**config.mk**
```make
export PLATFORM = sky130hd
export DESIGN_NAME = cbs_sequencer
export DESIGN_NICKNAME = d
export VERILOG_FILES = /design/src/core/cbs_pkg.sv /design/src/core/cbs_sequencer.sv
export SDC_FILE = /design/constraint.sdc
export NUM_CORES = 1
export LEC_CHECK = 0
export ABC_CLOCK_PERIOD_IN_PS = 2900
export BUFFER_PORTS_ARGS = -buffer_cell sky130_fd_sc_hd__buf_2
export CAP_MARGIN = 20
export CELL_PAD_IN_SITES_DETAIL_PLACEMENT = 0
export CELL_PAD_IN_SITES_GLOBAL_PLACEMENT = 2
export CORE_ASPECT_RATIO = 1.5
export CORE_MARGIN = 2
export CORE_UTILIZATION = 36
export DETAILED_ROUTE_END_ITERATION = 8
export PLACE_DENSITY = 0.72
export SETUP_SLACK_MARGIN = 0.05
export SYNTH_ARGS = -nofsm -noshare
export SYNTH_HDL_FRONTEND = slang
export SYNTH_HIERARCHICAL = 1
export SYNTH_SLANG_ARGS = --single-unit
export TNS_END_PERCENT = 100
```
**constraint.sdc**
```tcl
create_clock -name pclk -period 2.9 [get_ports pclk]
set_input_delay 0.145 -clock pclk [delete_from_list [all_inputs] [get_ports pclk]]
set_output_delay 0.145 -clock pclk [all_outputs]
set_load 0.01 [all_outputs]
```
**src/core/cbs_pkg.sv**
```systemverilog
// Package: constants, register map and pin bundle of the bus cycle sequencer
package cbs_pkg;

	// ****************************************
	// Register byte offsets
	// ****************************************
	localparam logic [7:0] CBS_OFF_CONTROL = 8'h00;
	localparam logic [7:0] CBS_OFF_ADDRESS = 8'h04;
	localparam logic [7:0] CBS_OFF_WRITE_DATA = 8'h08;
	localparam logic [7:0] CBS_OFF_READ_DATA = 8'h0C;
	localparam logic [7:0] CBS_OFF_STATUS = 8'h10;
	localparam logic [7:0] CBS_OFF_PROGRAM_COUNTER = 8'h14;
	localparam logic [7:0] CBS_OFF_VECTOR_PAGE = 8'h18;
	localparam logic [7:0] CBS_OFF_REFRESH = 8'h1C;
	localparam logic [7:0] CBS_OFF_INTERRUPT = 8'h20;

	// ****************************************
	// Field positions
	// ****************************************
	localparam int CBS_CTRL_KIND_LSB = 0;
	localparam int CBS_CTRL_LEN_LSB = 2;
	localparam int CBS_CTRL_START_BIT = 8;
	localparam int CBS_STAT_BUSY_BIT = 0;
	localparam int CBS_STAT_GRANT_BIT = 1;
	localparam int CBS_STAT_DONE_BIT = 2;
	localparam int CBS_STAT_WAIT_BIT = 3;
	localparam int CBS_STAT_PENDING_BIT = 4;
	localparam int CBS_INT_ENABLE_BIT = 0;
	localparam int CBS_INT_MODE_LSB = 1;

	// ****************************************
	// Cycle kinds and lengths in T states
	// ****************************************
	localparam logic [1:0] CBS_KIND_FETCH = 2'h0;
	localparam logic [1:0] CBS_KIND_READ = 2'h1;
	localparam logic [1:0] CBS_KIND_WRITE = 2'h2;
	localparam logic [2:0] CBS_FETCH_MIN = 3'h4;
	localparam logic [2:0] CBS_FETCH_MAX = 3'h6;
	localparam logic [2:0] CBS_DATA_MIN = 3'h3;
	localparam logic [2:0] CBS_DATA_MAX = 3'h5;
	localparam logic [2:0] CBS_REFRESH_STATE = 3'h4;

	// ****************************************
	// Reset values
	// ****************************************
	localparam logic [15:0] CBS_PC_RESET = 16'h0000;
	localparam logic [7:0] CBS_VPAGE_RESET = 8'h00;
	localparam logic [7:0] CBS_REFRESH_RESET = 8'h00;
	localparam logic [1:0] CBS_MODE_RESET = 2'h0;
	localparam logic [2:0] CBS_LEN_RESET = 3'h4;

	// ****************************************
	// Pin bundle toward memory and bus master
	// ****************************************
	typedef struct packed {
		logic [15:0] address;
		logic address_oe_n;
		logic [7:0] data;
		logic data_oe_n;
		logic memory_request_strobe_n;
		logic read_strobe_n;
		logic write_strobe_n;
		logic control_oe_n;
		logic refresh_indicator_n;
		logic opcode_fetch_cycle_n;
		logic bus_hold_grant_n;
	} cbs_pins_type;

	localparam cbs_pins_type CBS_PINS_RESET = '{
		address: 16'h0000,
		address_oe_n: 1'b1,
		data: 8'h00,
		data_oe_n: 1'b1,
		memory_request_strobe_n: 1'b1,
		read_strobe_n: 1'b1,
		write_strobe_n: 1'b1,
		control_oe_n: 1'b1,
		refresh_indicator_n: 1'b1,
		opcode_fetch_cycle_n: 1'b1,
		bus_hold_grant_n: 1'b1
	};

endpackage

```
**src/core/cbs_sequencer.sv**
```systemverilog
// Bus cycle sequencer: fetch, memory read/write, wait and hold, with APB control
//
// Local design decisions: the register offsets and the APB slave port.
`timescale 1ns/1ps

// ****************************************
// Input synchroniser with agreement filter
// ****************************************
module cbs_sync #(
	parameter int W = 1,
	parameter logic [W-1:0] INIT = '1
) (
	// Clock and reset
	input wire logic pclk,
	input wire logic presetn,
	// Data
	input wire logic [W-1:0] din,
	output logic [W-1:0] dout
);
	logic [W-1:0] s1;
	logic [W-1:0] s2;
	logic [W-1:0] s3;

	always_ff @(posedge pclk or negedge presetn) begin
		if (!presetn) begin
			s1 <= INIT;
			s2 <= INIT;
			s3 <= INIT;
		end else begin
			s1 <= din;
			s2 <= s1;
			s3 <= s2;
		end
	end

	// A bit moves only when the second and third stage agree
	always_ff @(posedge pclk or negedge presetn) begin
		if (!presetn) begin
			dout <= INIT;
		end else begin
			dout <= (s3 & ~(s2 ^ s3)) | (dout & (s2 ^ s3));
		end
	end
endmodule

// Summary of operation
// - Reset clears the program counter to zero.
// - Reset clears the interrupt enable flag and selects interrupt mode 0.
// - Reset clears the vector page and refresh counter to 00.
// - During reset buses float, controls inactive, no refresh.
// - Hold request floats address, data and controls after the current cycle.
// - Grant goes low only after the buses have been floated.
// - No refresh while waiting or while the bus is granted.
// - Opcode fetch lasts four to six states, plus waits.
// - Later cycles last three to five states, plus waits.
// - Fetch drives program counter first, strobes half a state later.
// - Fetch captures data at third-state rise and drops read strobes there.
// - Third and fourth fetch states: refresh address, indicator, memory request pulse.
// - Read strobe stays inactive during refresh.
// - Wait sampled at falling edge of second and wait states.
// - Memory read and write take three to five states; reads strobe like fetch but hold strobes to the end of the third state.
// - Write: memory request after address, write strobe after stable data.
// - Write strobe drops half a state before address or data change.
// - Read and write cycles lengthen by waits exactly like fetch.
// - Read and write strobes are never active together.
// - Refresh drives address bit 7 low and vector page on top byte.
module cbs_sequencer
	import cbs_pkg::*;
(
	// Clock and reset
	input wire logic pclk,
	input wire logic presetn,
	// APB slave
	input wire logic [7:0] paddr,
	input wire logic psel,
	input wire logic penable,
	input wire logic pwrite,
	input wire logic [31:0] pwdata,
	output logic [31:0] prdata,
	output logic pready,
	output logic pslverr,
	// Bus pins
	output cbs_pins_type bus_pins,
	input wire logic [7:0] data_in,
	input wire logic wait_n,
	input wire logic bus_hold_request_n
);

	// ****************************************
	// Declarations
	// ****************************************
	typedef enum logic [2:0] {
		CBS_IDLE, CBS_T1, CBS_T2, CBS_TW, CBS_T3, CBS_TX, CBS_HOLD
	} cbs_state_type;

	cbs_state_type state;
	cbs_state_type next_state;
	logic phase;
	logic [2:0] tcount;
	logic [2:0] next_tcount;
	logic [1:0] kind;
	logic [2:0] len;
	logic [15:0] cyc_addr;
	logic [7:0] cyc_data;
	logic wait_seen;
	logic hold_seen;
	logic last_state;
	logic cycle_end;
	logic launch;
	logic fetch_done;
	logic [7:0] data_sync;
	logic wait_sync_n;
	logic hold_sync_n;
	cbs_pins_type next_pins;
	// Software registers
	logic [1:0] ctrl_kind;
	logic [2:0] ctrl_len;
	logic pending;
	logic [15:0] addr_reg;
	logic [7:0] wdata_reg;
	logic [7:0] rdata_reg;
	logic done_flag;
	logic [15:0] program_counter;
	logic [7:0] vector_page;
	logic [7:0] refresh_counter;
	logic interrupt_enable_flag;
	logic [1:0] interrupt_mode;
	logic apb_take;
	logic wr_en;
	logic [31:0] rd_mux;
	logic rd_hit;
	logic capture_now;
	logic [2:0] capture_pipe;

	// ****************************************
	// Pin synchronisers
	// ****************************************
	// Data passes the same filter; memories must hold it steady while read strobe is low
	cbs_sync #(.W(8), .INIT(8'hFF)) u_sync_data (
		.pclk(pclk),
		.presetn(presetn),
		.din(data_in),
		.dout(data_sync)
	);

	cbs_sync #(.W(1), .INIT(1'b1)) u_sync_wait (
		.pclk(pclk),
		.presetn(presetn),
		.din(wait_n),
		.dout(wait_sync_n)
	);

	cbs_sync #(.W(1), .INIT(1'b1)) u_sync_hold (
		.pclk(pclk),
		.presetn(presetn),
		.din(bus_hold_request_n),
		.dout(hold_sync_n)
	);

	// ****************************************
	// Cycle sequencer
	// ****************************************
	// Each T state is two pclk cycles: phase 0 high half, phase 1 low half
	assign last_state = ((state == CBS_T3) && (len == CBS_DATA_MIN)) ||
		((state == CBS_TX) && (tcount == len));
	assign cycle_end = last_state && phase;

	always_comb begin
		next_state = state;
		next_tcount = tcount;
		case (state)
			CBS_IDLE: begin
				if (!hold_sync_n) begin
					next_state = CBS_HOLD;
				end else if (pending) begin
					next_state = CBS_T1;
					next_tcount = 3'h1;
				end
			end
			CBS_T1: begin
				if (phase) begin
					next_state = CBS_T2;
					next_tcount = 3'h2;
				end
			end
			CBS_T2, CBS_TW: begin
				if (phase) begin
					next_state = wait_seen ? CBS_TW : CBS_T3;
					next_tcount = wait_seen ? 3'h2 : 3'h3;
				end
			end
			CBS_T3, CBS_TX: begin
				if (cycle_end) begin
					if (hold_seen) begin
						next_state = CBS_HOLD;
					end else if (pending) begin
						next_state = CBS_T1;
						next_tcount = 3'h1;
					end else begin
						next_state = CBS_IDLE;
					end
				end else if (phase) begin
					next_state = CBS_TX;
					next_tcount = tcount + 3'h1;
				end
			end
			CBS_HOLD: begin
				if (hold_sync_n) begin
					next_state = CBS_IDLE;
				end
			end
			default: begin
				next_state = CBS_IDLE;
			end
		endcase
	end

	assign launch = (next_state == CBS_T1) && (state != CBS_T1);
	assign fetch_done = cycle_end && (kind == CBS_KIND_FETCH);

	always_ff @(posedge pclk or negedge presetn) begin
		if (!presetn) begin
			state <= CBS_IDLE;
			phase <= 1'b0;
			tcount <= 3'h0;
		end else begin
			state <= next_state;
			tcount <= next_tcount;
			phase <= (next_state == CBS_IDLE || next_state == CBS_HOLD) ? 1'b0 :
				(launch ? 1'b0 : ~phase);
		end
	end

	// Cycle parameters frozen at launch
	always_ff @(posedge pclk or negedge presetn) begin
		if (!presetn) begin
			kind <= CBS_KIND_FETCH;
			len <= CBS_LEN_RESET;
			cyc_addr <= 16'h0000;
			cyc_data <= 8'h00;
		end else if (launch) begin
			kind <= ctrl_kind;
			cyc_addr <= (ctrl_kind == CBS_KIND_FETCH) ? program_counter : addr_reg;
			cyc_data <= wdata_reg;
			// Out-of-range lengths are clamped rather than refused
			if (ctrl_kind == CBS_KIND_FETCH) begin
				len <= (ctrl_len < CBS_FETCH_MIN) ? CBS_FETCH_MIN :
					((ctrl_len > CBS_FETCH_MAX) ? CBS_FETCH_MAX : ctrl_len);
			end else begin
				len <= (ctrl_len < CBS_DATA_MIN) ? CBS_DATA_MIN :
					((ctrl_len > CBS_DATA_MAX) ? CBS_DATA_MAX : ctrl_len);
			end
		end
	end

	// Wait at falling edge of T2/Tw; hold at falling edge of the last state
	always_ff @(posedge pclk or negedge presetn) begin
		if (!presetn) begin
			wait_seen <= 1'b0;
			hold_seen <= 1'b0;
		end else begin
			if ((state == CBS_T2 || state == CBS_TW) && !phase) begin
				wait_seen <= !wait_sync_n;
			end
			if (last_state && !phase) begin
				hold_seen <= !hold_sync_n;
			end else if (state == CBS_HOLD) begin
				hold_seen <= 1'b0;
			end
		end
	end

	// ****************************************
	// Pin decode, registered one pclk later
	// ****************************************
	always_comb begin
		logic refresh_slot;
		logic strobe_slot;
		refresh_slot = 1'b0;
		strobe_slot = 1'b0;
		next_pins = CBS_PINS_RESET;
		strobe_slot = (state == CBS_T1 && phase) || state == CBS_T2 || state == CBS_TW;
		// Refresh only in T3/T4 of a fetch, never in wait or hold
		refresh_slot = (kind == CBS_KIND_FETCH) && (state == CBS_T3 ||
			(state == CBS_TX && tcount == CBS_REFRESH_STATE));
		if (state != CBS_HOLD) begin
			next_pins.address_oe_n = 1'b0;
			next_pins.control_oe_n = 1'b0;
			next_pins.address = cyc_addr;
		end else begin
			next_pins.bus_hold_grant_n = !bus_pins.control_oe_n;
			next_pins.address = bus_pins.address;
		end
		case (kind)
			CBS_KIND_FETCH: begin
				next_pins.opcode_fetch_cycle_n = !(state == CBS_T1 || state == CBS_T2 ||
					state == CBS_TW);
				next_pins.read_strobe_n = !strobe_slot;
				next_pins.memory_request_strobe_n = !(strobe_slot ||
					(state == CBS_T3 && phase) ||
					(state == CBS_TX && tcount == CBS_REFRESH_STATE && !phase));
				if (refresh_slot) begin
					next_pins.refresh_indicator_n = 1'b0;
					next_pins.address = {vector_page, 1'b0, refresh_counter[6:0]};
				end
			end
			CBS_KIND_READ: begin
				next_pins.read_strobe_n = !(strobe_slot || state == CBS_T3);
				next_pins.memory_request_strobe_n = !(strobe_slot || state == CBS_T3);
			end
			CBS_KIND_WRITE: begin
				next_pins.memory_request_strobe_n = !(strobe_slot || state == CBS_T3);
				next_pins.write_strobe_n = !((state == CBS_T2 && phase) ||
					state == CBS_TW || (state == CBS_T3 && !phase));
				if (state == CBS_T1 || state == CBS_T2 || state == CBS_TW || state == CBS_T3) begin
					next_pins.data_oe_n = 1'b0;
					next_pins.data = cyc_data;
				end
			end
			default: begin
				next_pins.address = cyc_addr;
			end
		endcase
	end

	always_ff @(posedge pclk or negedge presetn) begin
		if (!presetn) begin
			bus_pins <= CBS_PINS_RESET;
		end else begin
			bus_pins <= next_pins;
		end
	end

	// ****************************************
	// APB slave, one wait cycle per access
	// ****************************************
	assign apb_take = psel && penable && pready;
	assign wr_en = apb_take && pwrite;

	always_comb begin
		rd_mux = 32'h0000_0000;
		rd_hit = 1'b1;
		case (paddr)
			CBS_OFF_CONTROL: begin
				rd_mux[CBS_CTRL_KIND_LSB +: 2] = ctrl_kind;
				rd_mux[CBS_CTRL_LEN_LSB +: 3] = ctrl_len;
				rd_mux[CBS_CTRL_START_BIT] = pending;
			end
			CBS_OFF_ADDRESS: rd_mux[15:0] = addr_reg;
			CBS_OFF_WRITE_DATA: rd_mux[7:0] = wdata_reg;
			CBS_OFF_READ_DATA: rd_mux[7:0] = rdata_reg;
			CBS_OFF_STATUS: begin
				rd_mux[CBS_STAT_BUSY_BIT] = (state != CBS_IDLE) && (state != CBS_HOLD);
				rd_mux[CBS_STAT_GRANT_BIT] = !bus_pins.bus_hold_grant_n;
				rd_mux[CBS_STAT_DONE_BIT] = done_flag;
				rd_mux[CBS_STAT_WAIT_BIT] = (state == CBS_TW);
				rd_mux[CBS_STAT_PENDING_BIT] = pending;
			end
			CBS_OFF_PROGRAM_COUNTER: rd_mux[15:0] = program_counter;
			CBS_OFF_VECTOR_PAGE: rd_mux[7:0] = vector_page;
			CBS_OFF_REFRESH: rd_mux[7:0] = refresh_counter;
			CBS_OFF_INTERRUPT: begin
				rd_mux[CBS_INT_ENABLE_BIT] = interrupt_enable_flag;
				rd_mux[CBS_INT_MODE_LSB +: 2] = interrupt_mode;
			end
			default: rd_hit = 1'b0;
		endcase
	end

	always_ff @(posedge pclk or negedge presetn) begin
		if (!presetn) begin
			pready <= 1'b0;
			prdata <= 32'h0000_0000;
			pslverr <= 1'b0;
		end else begin
			pready <= psel && penable && !pready;
			prdata <= (psel && penable && !pready && !pwrite) ? rd_mux : 32'h0000_0000;
			pslverr <= psel && penable && !pready && !rd_hit;
		end
	end

	// ****************************************
	// Software registers
	// ****************************************
	always_ff @(posedge pclk or negedge presetn) begin
		if (!presetn) begin
			ctrl_kind <= CBS_KIND_FETCH;
			ctrl_len <= CBS_LEN_RESET;
			addr_reg <= 16'h0000;
			wdata_reg <= 8'h00;
			vector_page <= CBS_VPAGE_RESET;
			interrupt_enable_flag <= 1'b0;
			interrupt_mode <= CBS_MODE_RESET;
		end else if (wr_en) begin
			case (paddr)
				CBS_OFF_CONTROL: begin
					ctrl_kind <= pwdata[CBS_CTRL_KIND_LSB +: 2];
					ctrl_len <= pwdata[CBS_CTRL_LEN_LSB +: 3];
				end
				CBS_OFF_ADDRESS: addr_reg <= pwdata[15:0];
				CBS_OFF_WRITE_DATA: wdata_reg <= pwdata[7:0];
				CBS_OFF_VECTOR_PAGE: vector_page <= pwdata[7:0];
				CBS_OFF_INTERRUPT: begin
					interrupt_enable_flag <= pwdata[CBS_INT_ENABLE_BIT];
					interrupt_mode <= pwdata[CBS_INT_MODE_LSB +: 2];
				end
				default: begin
					vector_page <= vector_page;
				end
			endcase
		end
	end

	// Start request: one cycle can be queued behind the running one
	always_ff @(posedge pclk or negedge presetn) begin
		if (!presetn) begin
			pending <= 1'b0;
		end else if (wr_en && paddr == CBS_OFF_CONTROL && pwdata[CBS_CTRL_START_BIT]) begin
			pending <= 1'b1;
		end else if (launch) begin
			pending <= 1'b0;
		end
	end

	// Completion flag: a cycle ending in the clearing write still sets it
	always_ff @(posedge pclk or negedge presetn) begin
		if (!presetn) begin
			done_flag <= 1'b0;
		end else if (cycle_end) begin
			done_flag <= 1'b1;
		end else if (wr_en && paddr == CBS_OFF_STATUS && pwdata[CBS_STAT_DONE_BIT]) begin
			done_flag <= 1'b0;
		end
	end

	// Data synchroniser lags the pins; the capture point is delayed to match
	assign capture_now = (kind == CBS_KIND_FETCH && (state == CBS_T2 || state == CBS_TW) &&
		phase && !wait_seen) || (kind == CBS_KIND_READ && state == CBS_T3 && !phase);

	always_ff @(posedge pclk or negedge presetn) begin
		if (!presetn) begin
			capture_pipe <= 3'h0;
		end else begin
			capture_pipe <= {capture_pipe[1:0], capture_now};
		end
	end

	// Opcode at T3 rise for a fetch, mid-T3 for a plain read
	always_ff @(posedge pclk or negedge presetn) begin
		if (!presetn) begin
			rdata_reg <= 8'h00;
		end else if (capture_pipe[2]) begin
			rdata_reg <= data_sync;
		end
	end

	// Sequencer step wins; software writes while a fetch ends are dropped
	always_ff @(posedge pclk or negedge presetn) begin
		if (!presetn) begin
			program_counter <= CBS_PC_RESET;
		end else if (fetch_done) begin
			program_counter <= program_counter + 16'h0001;
		end else if (wr_en && paddr == CBS_OFF_PROGRAM_COUNTER) begin
			program_counter <= pwdata[15:0];
		end
	end

	always_ff @(posedge pclk or negedge presetn) begin
		if (!presetn) begin
			refresh_counter <= CBS_REFRESH_RESET;
		end else if (fetch_done) begin
			refresh_counter <= {refresh_counter[7], refresh_counter[6:0] + 7'h01};
		end else if (wr_en && paddr == CBS_OFF_REFRESH) begin
			refresh_counter <= pwdata[7:0];
		end
	end

endmodule

```
==> reports/results.txt, run 1 <==
Crit path largest cell delay: 0.53 ns
Worst Path Required: 3.28 ns
Tcrit/Tclk final: 0.920
Clk buf depth: 3
Chip width: 134 µm
Synth Cell Area: 0.00915 mm²
Dominant cell type by area after synthesis: dfrtp_1
Sequential cell area fraction in the yosys report: 0.568
Status: completed
Ys Warns: 6
Async S/R FF share, synth: 1.00
Vias in the first global route: 6747
EDFF count, synth: 0
Final worst slack: 0.231 ns
Leading post-synthesis cells by cell area: dfrtp_1 42%, dfstp_2 14%, mux2_2 12%, a22oi_1 2.3%, nor2_1 2.1%
RSZ-0062 raised after global routing: no
Post-Syn Instances: 762
Hold crit path type: input pin to flip-flop
CTS tree: done
1st-pass router iterations: 5
Skew-Pair Late Insertion Delay: 0.50 ns
PwrDens: 809 mW/mm²
Final cell count without fillers: 1224
Worst-path clk slew: 0.06 ns
Syn avg cell area: 12.0 µm²
Total power: 8.81 mW
Nets: 944
P&R area growth vs syn: 19.1%
Iteration-0 DRC Markers: 339
Post_cts resized: 0
CTS Sinks: 205
Final core utilization: 0.435
Startpoint types: flip-flop
Post-route ant nets: 0
Worst slew pin tran: 0.732 ns
Starting Density: 0.365
Share of layout cells above drive strength 1: 0.349
Core box area: 0.0251 mm²
# H-tree levels: 1
Worst vdd ir: 0.379 mV
Min Clock Period, post-route: 2.67 ns
CP max stage cell: dfrtp_1
Setup TNS: 0 ns
Post-synth top area share: 0.424
DR DRC count: 0
Post-placement cell count: 1163
Largest Register: bus_pins
Yosys reg bits: 205
Commonest cells post-synth: 155 x dfrtp_1, 96 x mux2_2, 50 x dfstp_2, 50 x nor2_1, 45 x nand2_1
Post-CTS Setup Bufs: 0
Setup Viol. Count Final: 0
Top-count cell post-synth: dfrtp_1
Pleak: 4.86 nW
Drt total wl: 25300 µm
Top-Level Pins: 122
Diodes inserted: 0
Max reg flops: 32
GRT Util Overall: 0.190
Die Area: 0.0267 mm²
CP Class: flip-flop to flip-flop
Dpl ws: 0.240 ns
Post-DR vias/cell: 5.34
Crit path DAT: 3.05 ns
Port bufs: 89
Max Clock Skew: 0.00764 ns
Worst-path fanout max: 31
Row count: 71
Peak Freq: 375 MHz
Global route total overflow: 0
Cell-by-cell trace of the critical path: nor3b_2 -> and4b_1 -> nor2_1 -> a2111o_1 -> nor3_4 -> buf_12 -> mux2_2
TritonCTS Buffers: 21
Vert. Die Dim: 199 µm
CP endpoint kind: flip-flop
Max-slew violation count: 0
Max-slew headroom: 0.512
WL/cell: 20.7 µm
Pin count of the biggest net entering global routing: 68
Root Driver: clkbuf_16
GP Congestion: 0.869
Commonest register cell after synthesis: dfrtp_1
Initial antenna violation count: 0
Maxcap violations: 0
First-pass GRT wire length: 39100 µm
Fin. Hold Viols: 0
Hpwl dp: 18500 µm
Synth unique cells: 67
Via count: 6533
==> critical path, delay by kind of cell, from the launching register on <==
kind	cells	cell delay [ns]
flops	1	0.53
compound gates	1	0.49
simple gates	4	0.90
buf+inv	1	0.24
mux	1	0.36
==> logic make-up (layout without fill, tap and decap cells) <==
logic type                 Yosys count  in the layout  synth area share
AOI/OAI and AO/OA                  174            174             0.134
xor gates and xnor gates             3              3           0.00287
DFF                                205            205             0.568
buffers and inverters               75            194            0.0416
adders and majority gates           18             18            0.0233
muxes                              103            103             0.127
other                                1             16          0.000410
and+or+nand+nor                    183            183             0.103
==> final timing paths <==
path                       depth (start not counted)  slack [ns]            start            endpoint
min reg2reg                                        0        0.35  capture_pipe[0]     capture_pipe[1]
max                                                7        0.23         state[2]        cyc_addr[13]
max reg2reg                                        7        0.23         state[2]        cyc_addr[13]
min                                                3       0.002        pwdata[6]  program_counter[6]
min in group asynchronous                          2        0.23          presetn           wait_seen
max in group asynchronous                          3        1.88          presetn         bus_pins[2]
==> power by group <==
part           total (mW)  leakage [nW]  switching [mW]  internal (mW)
clock network        2.70         0.334            1.13           1.57
registers            3.94          2.54           0.561           3.38
logic                2.18          1.99            1.20          0.975
total                8.81          4.86            2.89           5.92
==> layer usage <==
metal / GRT usage / vias up / wire [µm]
li1: - / 3009 / -
met1: 0.228 / 3286 / 10000
met2: 0.350 / 182 / 13400
met3: 0.0261 / 56 / 1040
met4: 0.0647 / 0 / 849
met5: 0 / - / 0
==> through the flow <==
stage	cell area (µm²)	hold slack, ns
after floorplan	9200	-0.151
after global placement	9980	0.191
after detailed placement	9980	0.202
after CTS	10900	0.00250
after global routing	10900	0.00533
final	10900	0.00225
==> final cells by class <==
| type | count | area (µm²) |
|---|---|---|
| fillers | 2390 | 14200 |
| repair buffers | 136 | 902 |
| clock buffers | 27 | 568 |
| flip-flops and latches | 205 | 5190 |
| multi-input cells | 497 | 3630 |
| well taps | 328 | 410 |
| clock inverters | 11 | 116 |
| inverters | 20 | 75.1 |
==> what timing repair did <==
action | CTS | global route
setup endpoints to repair | 0 | 0
hold buffers | 23 | 0
hold endpoints to repair | 82 | 0
==> layout by cell type, fill, tap and decap left out, drive strengths merged, types with 10 or more instances in the layout <==
cell type / Yosys / routed
dfrtp: 155 / 155
buf: 27 / 112
mux2: 96 / 96
nor2: 50 / 50
dfstp: 50 / 50
nand2: 45 / 45
a21oi: 33 / 33
a22oi: 28 / 28
clkbuf: 28 / 28
o21ai: 25 / 25
dlygate4sd3: 0 / 23
inv: 20 / 22
nand3: 18 / 18
o2bb2ai: 16 / 16
conb: 1 / 16
and2: 16 / 16
a31oi: 12 / 12
nor3: 11 / 11
maj3: 10 / 10
(Power assumes the default switching activity.)
==> inputs of run 2 (changes only) <==
--- a/config.mk
+++ b/config.mk
@@ -5,7 +5,7 @@
 export SDC_FILE = /design/constraint.sdc
 export NUM_CORES = 1
 export LEC_CHECK = 0
-export ABC_CLOCK_PERIOD_IN_PS = 2900
+export ABC_CLOCK_PERIOD_IN_PS = 2650
 export BUFFER_PORTS_ARGS = -buffer_cell sky130_fd_sc_hd__buf_2
 export CAP_MARGIN = 20
 export CELL_PAD_IN_SITES_DETAIL_PLACEMENT = 0
@@ -14,7 +14,9 @@
 export CORE_MARGIN = 2
 export CORE_UTILIZATION = 36
 export DETAILED_ROUTE_END_ITERATION = 8
+export GPL_TIMING_DRIVEN = 0
 export PLACE_DENSITY = 0.72
+export REMOVE_ABC_BUFFERS = 1
 export SETUP_SLACK_MARGIN = 0.05
 export SYNTH_ARGS = -nofsm -noshare
 export SYNTH_HDL_FRONTEND = slang
==> constraint.sdc (replaced) <==
create_clock -name pclk -period 2.65 [get_ports pclk]
set_input_delay 0.1325 -clock pclk [delete_from_list [all_inputs] [get_ports pclk]]
set_output_delay 0.1325 -clock pclk [all_outputs]
set_load 0.01 [all_outputs]
==> run 2 against run 1 <==
Compared with the run above:
- total power up 15%
- global-route usage up 0.74 points
- non-clock buffer count up 2
- sequential power up 8.6%
- first-iteration DRC count up 50%
- sequential share of layout area down 1.3 points
- critical endpoint is now cyc_addr[3]
==> reports/results.txt, run 2 (synthesis results as in run 1) <==
Share of layout cells above drive strength 1: 0.369 (+0.0196)
Top-Level Pins: 122 (unchanged)
Max-slew headroom: 0.280 (-0.232)
Commonest non-fill, non-tap cell in the layout: dfrtp_1
Post-DR vias/cell: 5.46 (+2.3%)
Setup TNS: 0 ns (unchanged)
Final core utilization: 0.448 (+0.0127)
Max reg flops: 32 (unchanged)
DR DRC count: 0 (unchanged)
RSZ-0062 raised after global routing: yes
Grt met3 use: 0.0249 (-0.00127)
Pin count of the biggest net entering global routing: 110 (+62%)
Worst-path fanout max: 8 (-74%)
Iteration-0 DRC Markers: 510 (+50%)
1st-pass router iterations: 5 (unchanged)
GR peak layer: met2
Min Clock Period, post-route: 2.54 ns (-0.127 ns)
Port bufs: 89 (unchanged)
Fin. Hold Viols: 0 (unchanged)
Crit path DAT: 2.93 ns (-0.12 ns)
Met1 global-route usage: 0.241 (+0.0131)
Starting Density: 0.365 (unchanged)
Startpoint types: flip-flop
Worst vdd ir: 0.519 mV (+37%)
CP endpoint kind: flip-flop
# H-tree levels: 1 (unchanged)
Via count: 6702 (+2.6%)
Largest Register: bus_pins
Maxcap violations: 0 (unchanged)
Clk buf depth: 3 (unchanged)
Max Clock Skew: 0.0227 ns (+0.0151 ns)
CP Buf/Inv Count: 2 (+1)
CTS tree: done
Most frequent cells in the layout: 150 x dfrtp_1, 88 x buf_2, 76 x mux2_2
Skew-Pair Late Insertion Delay: 0.52 ns (+0.02 ns)
CTS Sinks: 205 (unchanged)
Die Area: 0.0267 mm² (unchanged)
Status: completed
Hold crit path type: input pin to flip-flop
Tcrit/Tclk final: 0.959 (+0.0389)
Root Driver: clkbuf_16
Global route total overflow: 0 (unchanged)
TritonCTS Buffers: 22 (+4.8%)
Worst slew pin tran: 1.07 ns (+0.338 ns)
CP Class: flip-flop to flip-flop
WL/cell: 21.4 µm (+3.7%)
CP max stage cell: dfrtp_2
Setup Viol. Count Final: 0 (unchanged)
Pleak: 4.96 nW (+2.1%)
Flop-to-flop setup slack: 0.11 ns (-0.12 ns)
Cell family with most CP delay: simple AND/OR/NAND/NOR gates
Row count: 71 (unchanged)
Cell-by-cell trace of the critical path: xor2_2 -> nor4_4 -> nor2_2 -> a2111o_1 -> nor3_4 -> buf_12 -> buf_16 -> mux2_2
Core box area: 0.0251 mm² (unchanged)
Max-slew violation count: 0 (unchanged)
Chip width: 134 µm (unchanged)
Met2 GRT Util: 0.351 (+0.000570)
Crit path largest cell delay: 0.44 ns (-0.09 ns)
Vias in the first global route: 6958 (+3.1%)
First-pass GRT wire length: 40500 µm (+3.6%)
Initial antenna violation count: 0 (unchanged)
Diodes inserted: 0 (unchanged)
Peak Freq: 393 MHz (+5.0%)
Vert. Die Dim: 199 µm (unchanged)
GRT Util Overall: 0.198 (+0.00737)
Hpwl dp: 17900 µm (-2.9%)
Post-route ant nets: 0 (unchanged)
Drt total wl: 26300 µm (+4.1%)
PwrDens: 908 mW/mm² (+12%)
Worst-path clk slew: 0.06 ns (about the same)
P&R area growth vs syn: 22.6%
GP Congestion: 0.845 (-2.7%)
Worst Path Required: 3.04 ns (-0.24 ns)
Nets: 947 (+0.32%)
run 2: changes by cell type in the layout (fill, tap and decap cells not counted), moves of 3 or more:
cell | previous run | this run
buf_16 | 0 | 3
buf_4 | 21 | 14
clkbuf_16 | 21 | 24
clkbuf_8 | 3 | 8
dfrtp_1 | 155 | 150
dfrtp_2 | 0 | 5
dlygate4sd3_1 | 23 | 27
mux2_2 | 96 | 76
mux2_4 | 0 | 20
run 2: area by class of cell:
class / instances / area [µm²]
timing repair buffer: 138 / 1010
tap: 328 / 410
clock inverter: 6 / 72.6
inverter: 20 / 75.1
sequential: 205 / 5200
clock buffer: 34 / 676
multi-input combinational: 497 / 3760
fill: 2389 / 13800
run 2: timing repair:
action                                  in CTS  in global routing
pin swaps                                    3                  7
gates resized for setup                     10                 31
buffers inserted                             9                  6
hold buffers                                27                  0
endpoints found under the setup margin      67                 39
endpoints found under the hold margin      108                  0
gates cloned                                 0                  2
run 2: worst reg2reg max path, delay by kind of cell, from the launching register on:
| family | cells | cell delay, ns |
|---|---|---|
| and+or+nand+nor | 3 | 0.69 |
| DFF | 1 | 0.44 |
| buffers and inverters | 2 | 0.33 |
| xor gates and xnor gates | 1 | 0.20 |
| muxes | 1 | 0.35 |
| AOI/OAI and AO/OA | 1 | 0.43 |
run 2: path summary, 6_finish.rpt:
path                                     endpoint              start  depth (start not counted)
worst max register to register        cyc_addr[3]          tcount[2]                          8
worst max-delay path                  cyc_addr[3]          tcount[2]                          8
max in group asynchronous            rdata_reg[6]            presetn                          3
min in group asynchronous             cyc_data[3]            presetn                          2
worst min register to register  u_sync_data/s2[7]  u_sync_data/s1[7]                          0
worst min-delay path                    prdata[0]           paddr[1]                          4
run 2: metal layers:
layer / vias to the layer above / wire (µm)
li1: 3006 / -
met1: 3431 / 10800
met2: 208 / 13300
met3: 57 / 1200
met4: 0 / 998
met5: - / 0
run 2: through the flow:
step / hold WS [ns] / area [µm²] / cells / power, mW / worst slack, ns
floorplan: -0.163 / 8900 / 722 / 5.69 / -0.321
global route: 0.0336 / 11200 / 1228 / 10.8 / 0.0236
global placement: 0.237 / 9750 / 1139 / 6.57 / -1.93
detailed placement: 0.204 / 9870 / 1144 / 6.71 / -0.866
finish: 0.0401 / 11200 / 1228 / 10.2 / 0.108
CTS: 0.00856 / 11000 / 1220 / 10.1 / 0.0505
run 2: report_power, final:
part / total (mW) / internal [mW] / switching (mW)
combinational: 2.76 / 1.28 / 1.47
sequential: 4.28 / 3.70 / 0.580
clock: 3.14 / 1.86 / 1.28
total: 10.2 / 6.85 / 3.33
==> inputs of run 3 (changes only) <==
--- a/config.mk
+++ b/config.mk
@@ -5,7 +5,7 @@
 export SDC_FILE = /design/constraint.sdc
 export NUM_CORES = 1
 export LEC_CHECK = 0
-export ABC_CLOCK_PERIOD_IN_PS = 2650
+export ABC_CLOCK_PERIOD_IN_PS = 2550
 export BUFFER_PORTS_ARGS = -buffer_cell sky130_fd_sc_hd__buf_2
 export CAP_MARGIN = 20
 export CELL_PAD_IN_SITES_DETAIL_PLACEMENT = 0
==> constraint.sdc (replaced) <==
create_clock -name pclk -period 2.55 [get_ports pclk]
set_input_delay 0.3825 -clock pclk [delete_from_list [all_inputs] [get_ports pclk]]
set_output_delay 0.3825 -clock pclk [all_outputs]
set_load 0.01 [all_outputs]
==> run 3 against run 2 <==
Compared with the run above:
- the run now ends with setup timing left
- cell count down 1.3%
- total power up 4.6%
- worst hold slack better by 0.088 ns
- worst setup slack worse by 0.13 ns
- fmax down 1.3%
- non-clock buffer count down 16
- largest cell class unchanged
- largest power group unchanged
- highest routed layer unchanged
==> reports/results.txt, run 3 (synthesis results as in run 1) <==
Status: complete, but fails checks
Violated checks: setup timing
Startpoint types: flip-flop
P&R area growth vs syn: 21.5%
Min Clock Period, post-route: 2.58 ns (+0.0341 ns)
Pleak: 4.93 nW (-0.69%)
Drt total wl: 26200 µm (-0.54%)
WL/cell: 21.6 µm (+0.78%)
Worst vdd ir: 0.508 mV (-2.2%)
Clk buf depth: 3 (unchanged)
Total power: 10.6 mW (+4.6%)
Share of layout cells above drive strength 1: 0.383 (+0.0146)
Worst slew pin tran: 0.946 ns (-0.124 ns)
TritonCTS Buffers: 22 (unchanged)
Worst-path clk slew: 0.06 ns (about the same)
Starting Density: 0.365 (unchanged)
Post-DR vias/cell: 5.47 (+0.29%)
Multi-input gate area: 0.00383 mm² (+1.7%)
CTS tree: done
# fillers: 2406 (+0.71%)
Diodes inserted: 0 (unchanged)
1st-pass router iterations: 5 (unchanged)
Final worst slack: -0.0260 ns (-0.134 ns)
Worst Path Required: 2.93 ns (-0.11 ns)
Chip width: 134 µm (unchanged)
CP endpoint kind: flip-flop
Post-route ant nets: 0 (unchanged)
Port bufs: 89 (unchanged)
# H-tree levels: 1 (unchanged)
GRT Util Overall: 0.200 (+0.00179)
Hpwl dp: 17900 µm (unchanged)
Die Area: 0.0267 mm² (unchanged)
Via count: 6634 (-1.0%)
RSZ-0062 raised after global routing: yes
Global route total overflow: 0 (unchanged)
Most frequent cells in the layout: 150 x dfrtp_1, 88 x buf_2, 67 x mux2_2
Dpl ws: -1.12 ns (-0.257 ns)
First-pass GRT wire length: 40800 µm (+0.60%)
Hold crit path type: input pin to flip-flop
Max reg flops: 32 (unchanged)
Max Clock Skew: 0.0225 ns (-0.000246 ns)
Pin count of the biggest net entering global routing: 110 (unchanged)
CTS Sinks: 205 (unchanged)
Maxcap violations: 0 (unchanged)
Vias in the first global route: 6967 (+0.13%)
Vert. Die Dim: 199 µm (unchanged)
Row count: 71 (unchanged)
Worst-path fanout max: 8 (unchanged)
Tcrit/Tclk final: 1.01 (+0.0510)
Max-slew violation count: 0 (unchanged)
Register Area: 0.00520 mm² (unchanged)
Commonest non-fill, non-tap cell in the layout: dfrtp_1
CP Class: flip-flop to flip-flop
Fin. Hold Viols: 0 (unchanged)
Peak Freq: 388 MHz (-1.3%)
Root Driver: clkbuf_16
Initial antenna violation count: 0 (unchanged)
Max-slew headroom: 0.369 (+0.0889)
PwrDens: 958 mW/mm² (+5.5%)
Crit path DAT: 2.96 ns (+0.03 ns)
Core box area: 0.0251 mm² (unchanged)
Nets: 931 (-1.7%)
Iteration-0 DRC Markers: 471 (-7.6%)
GP Congestion: 0.845 (unchanged)
DR DRC count: 0 (unchanged)
Largest Register: bus_pins
Top-Level Pins: 122 (unchanged)
Setup Viol. Count Final: 16 (+16)
Skew-Pair Late Insertion Delay: 0.52 ns (about the same)
Setup TNS: -0.157 ns (-0.157 ns)
run 3: cell count changes in the layout (fill, tap and decap cells not counted), sizes merged:
cell / previous run / this run
dlygate4sd3: 27 / 11
buf: 109 / 111
clkbuf: 36 / 34
run 3: layout make-up:
cell class	instances	area share
flip-flops and latches	205	0.468
multi-input cells	497	0.345
repair buffers	122	0.0767
clock buffers	34	0.0608
well taps	328	0.0369
inverters	20	0.00675
clock inverters	6	0.00653
run 3: critical path, stage by stage (launching register included):
cell	delay (ns)
dfrtp_2	0.44
xor2_2	0.20
nor4_4	0.37
nor2_2	0.09
a2111o_1	0.47
nor3_4	0.24
buf_12	0.17
buf_16	0.16
mux2_4	0.30
run 3: final timing paths:
path / start / end / slack [ns] / depth (start not counted)
setup reg to reg: tcount[2] / cyc_addr[12] / -0.03 / 8
setup / recovery: tcount[2] / cyc_addr[12] / -0.03 / 8
hold / removal: pwdata[13] / program_counter[13] / 0.13 / 2
max in group asynchronous: presetn / u_sync_data/s1[7] / 1.07 / 3
min in group asynchronous: presetn / cyc_data[3] / 0.49 / 2
hold reg to reg: capture_pipe[1] / capture_pipe[2] / 0.35 / 0
run 3: metrics by stage:
stage / util / std cells / hold slack [ns] / instance area (µm²)
2_1_floorplan: - / 722 / 0.0869 / 8900
3_3_place_gp: 0.389 / 1139 / 0.346 / 9750
3_5_place_dp: 0.394 / 1144 / 0.337 / 9870
4_1_cts: 0.438 / 1208 / 0.113 / 11000
5_1_grt: 0.444 / 1212 / 0.128 / 11100
6_report: 0.444 / 1212 / 0.128 / 11100
run 3: report_power, final:
part	leakage (nW)	switching, mW	internal (mW)
Sequential	2.54	0.600	3.85
Clock	0.367	1.33	1.93
Combinational	2.03	1.55	1.38
Total	4.93	3.48	7.16
run 3: layer usage:
layer / GRT usage / part of all wire / up-vias
met5: 0 / 0 / -
li1: - / - / 2972
met1: 0.244 / 0.41 / 3413
met4: 0.0846 / 0.036 / 0
met3: 0.0249 / 0.042 / 54
met2: 0.355 / 0.51 / 195
run 3: what timing repair did:
item	in CTS	in global routing
hold buffers	11	0
cloned	2	0
setup endpoints to repair	73	75
gates resized for setup	25	35
setup buffers	11	5
endpoints found under the hold margin	69	0
pin swaps	5	8
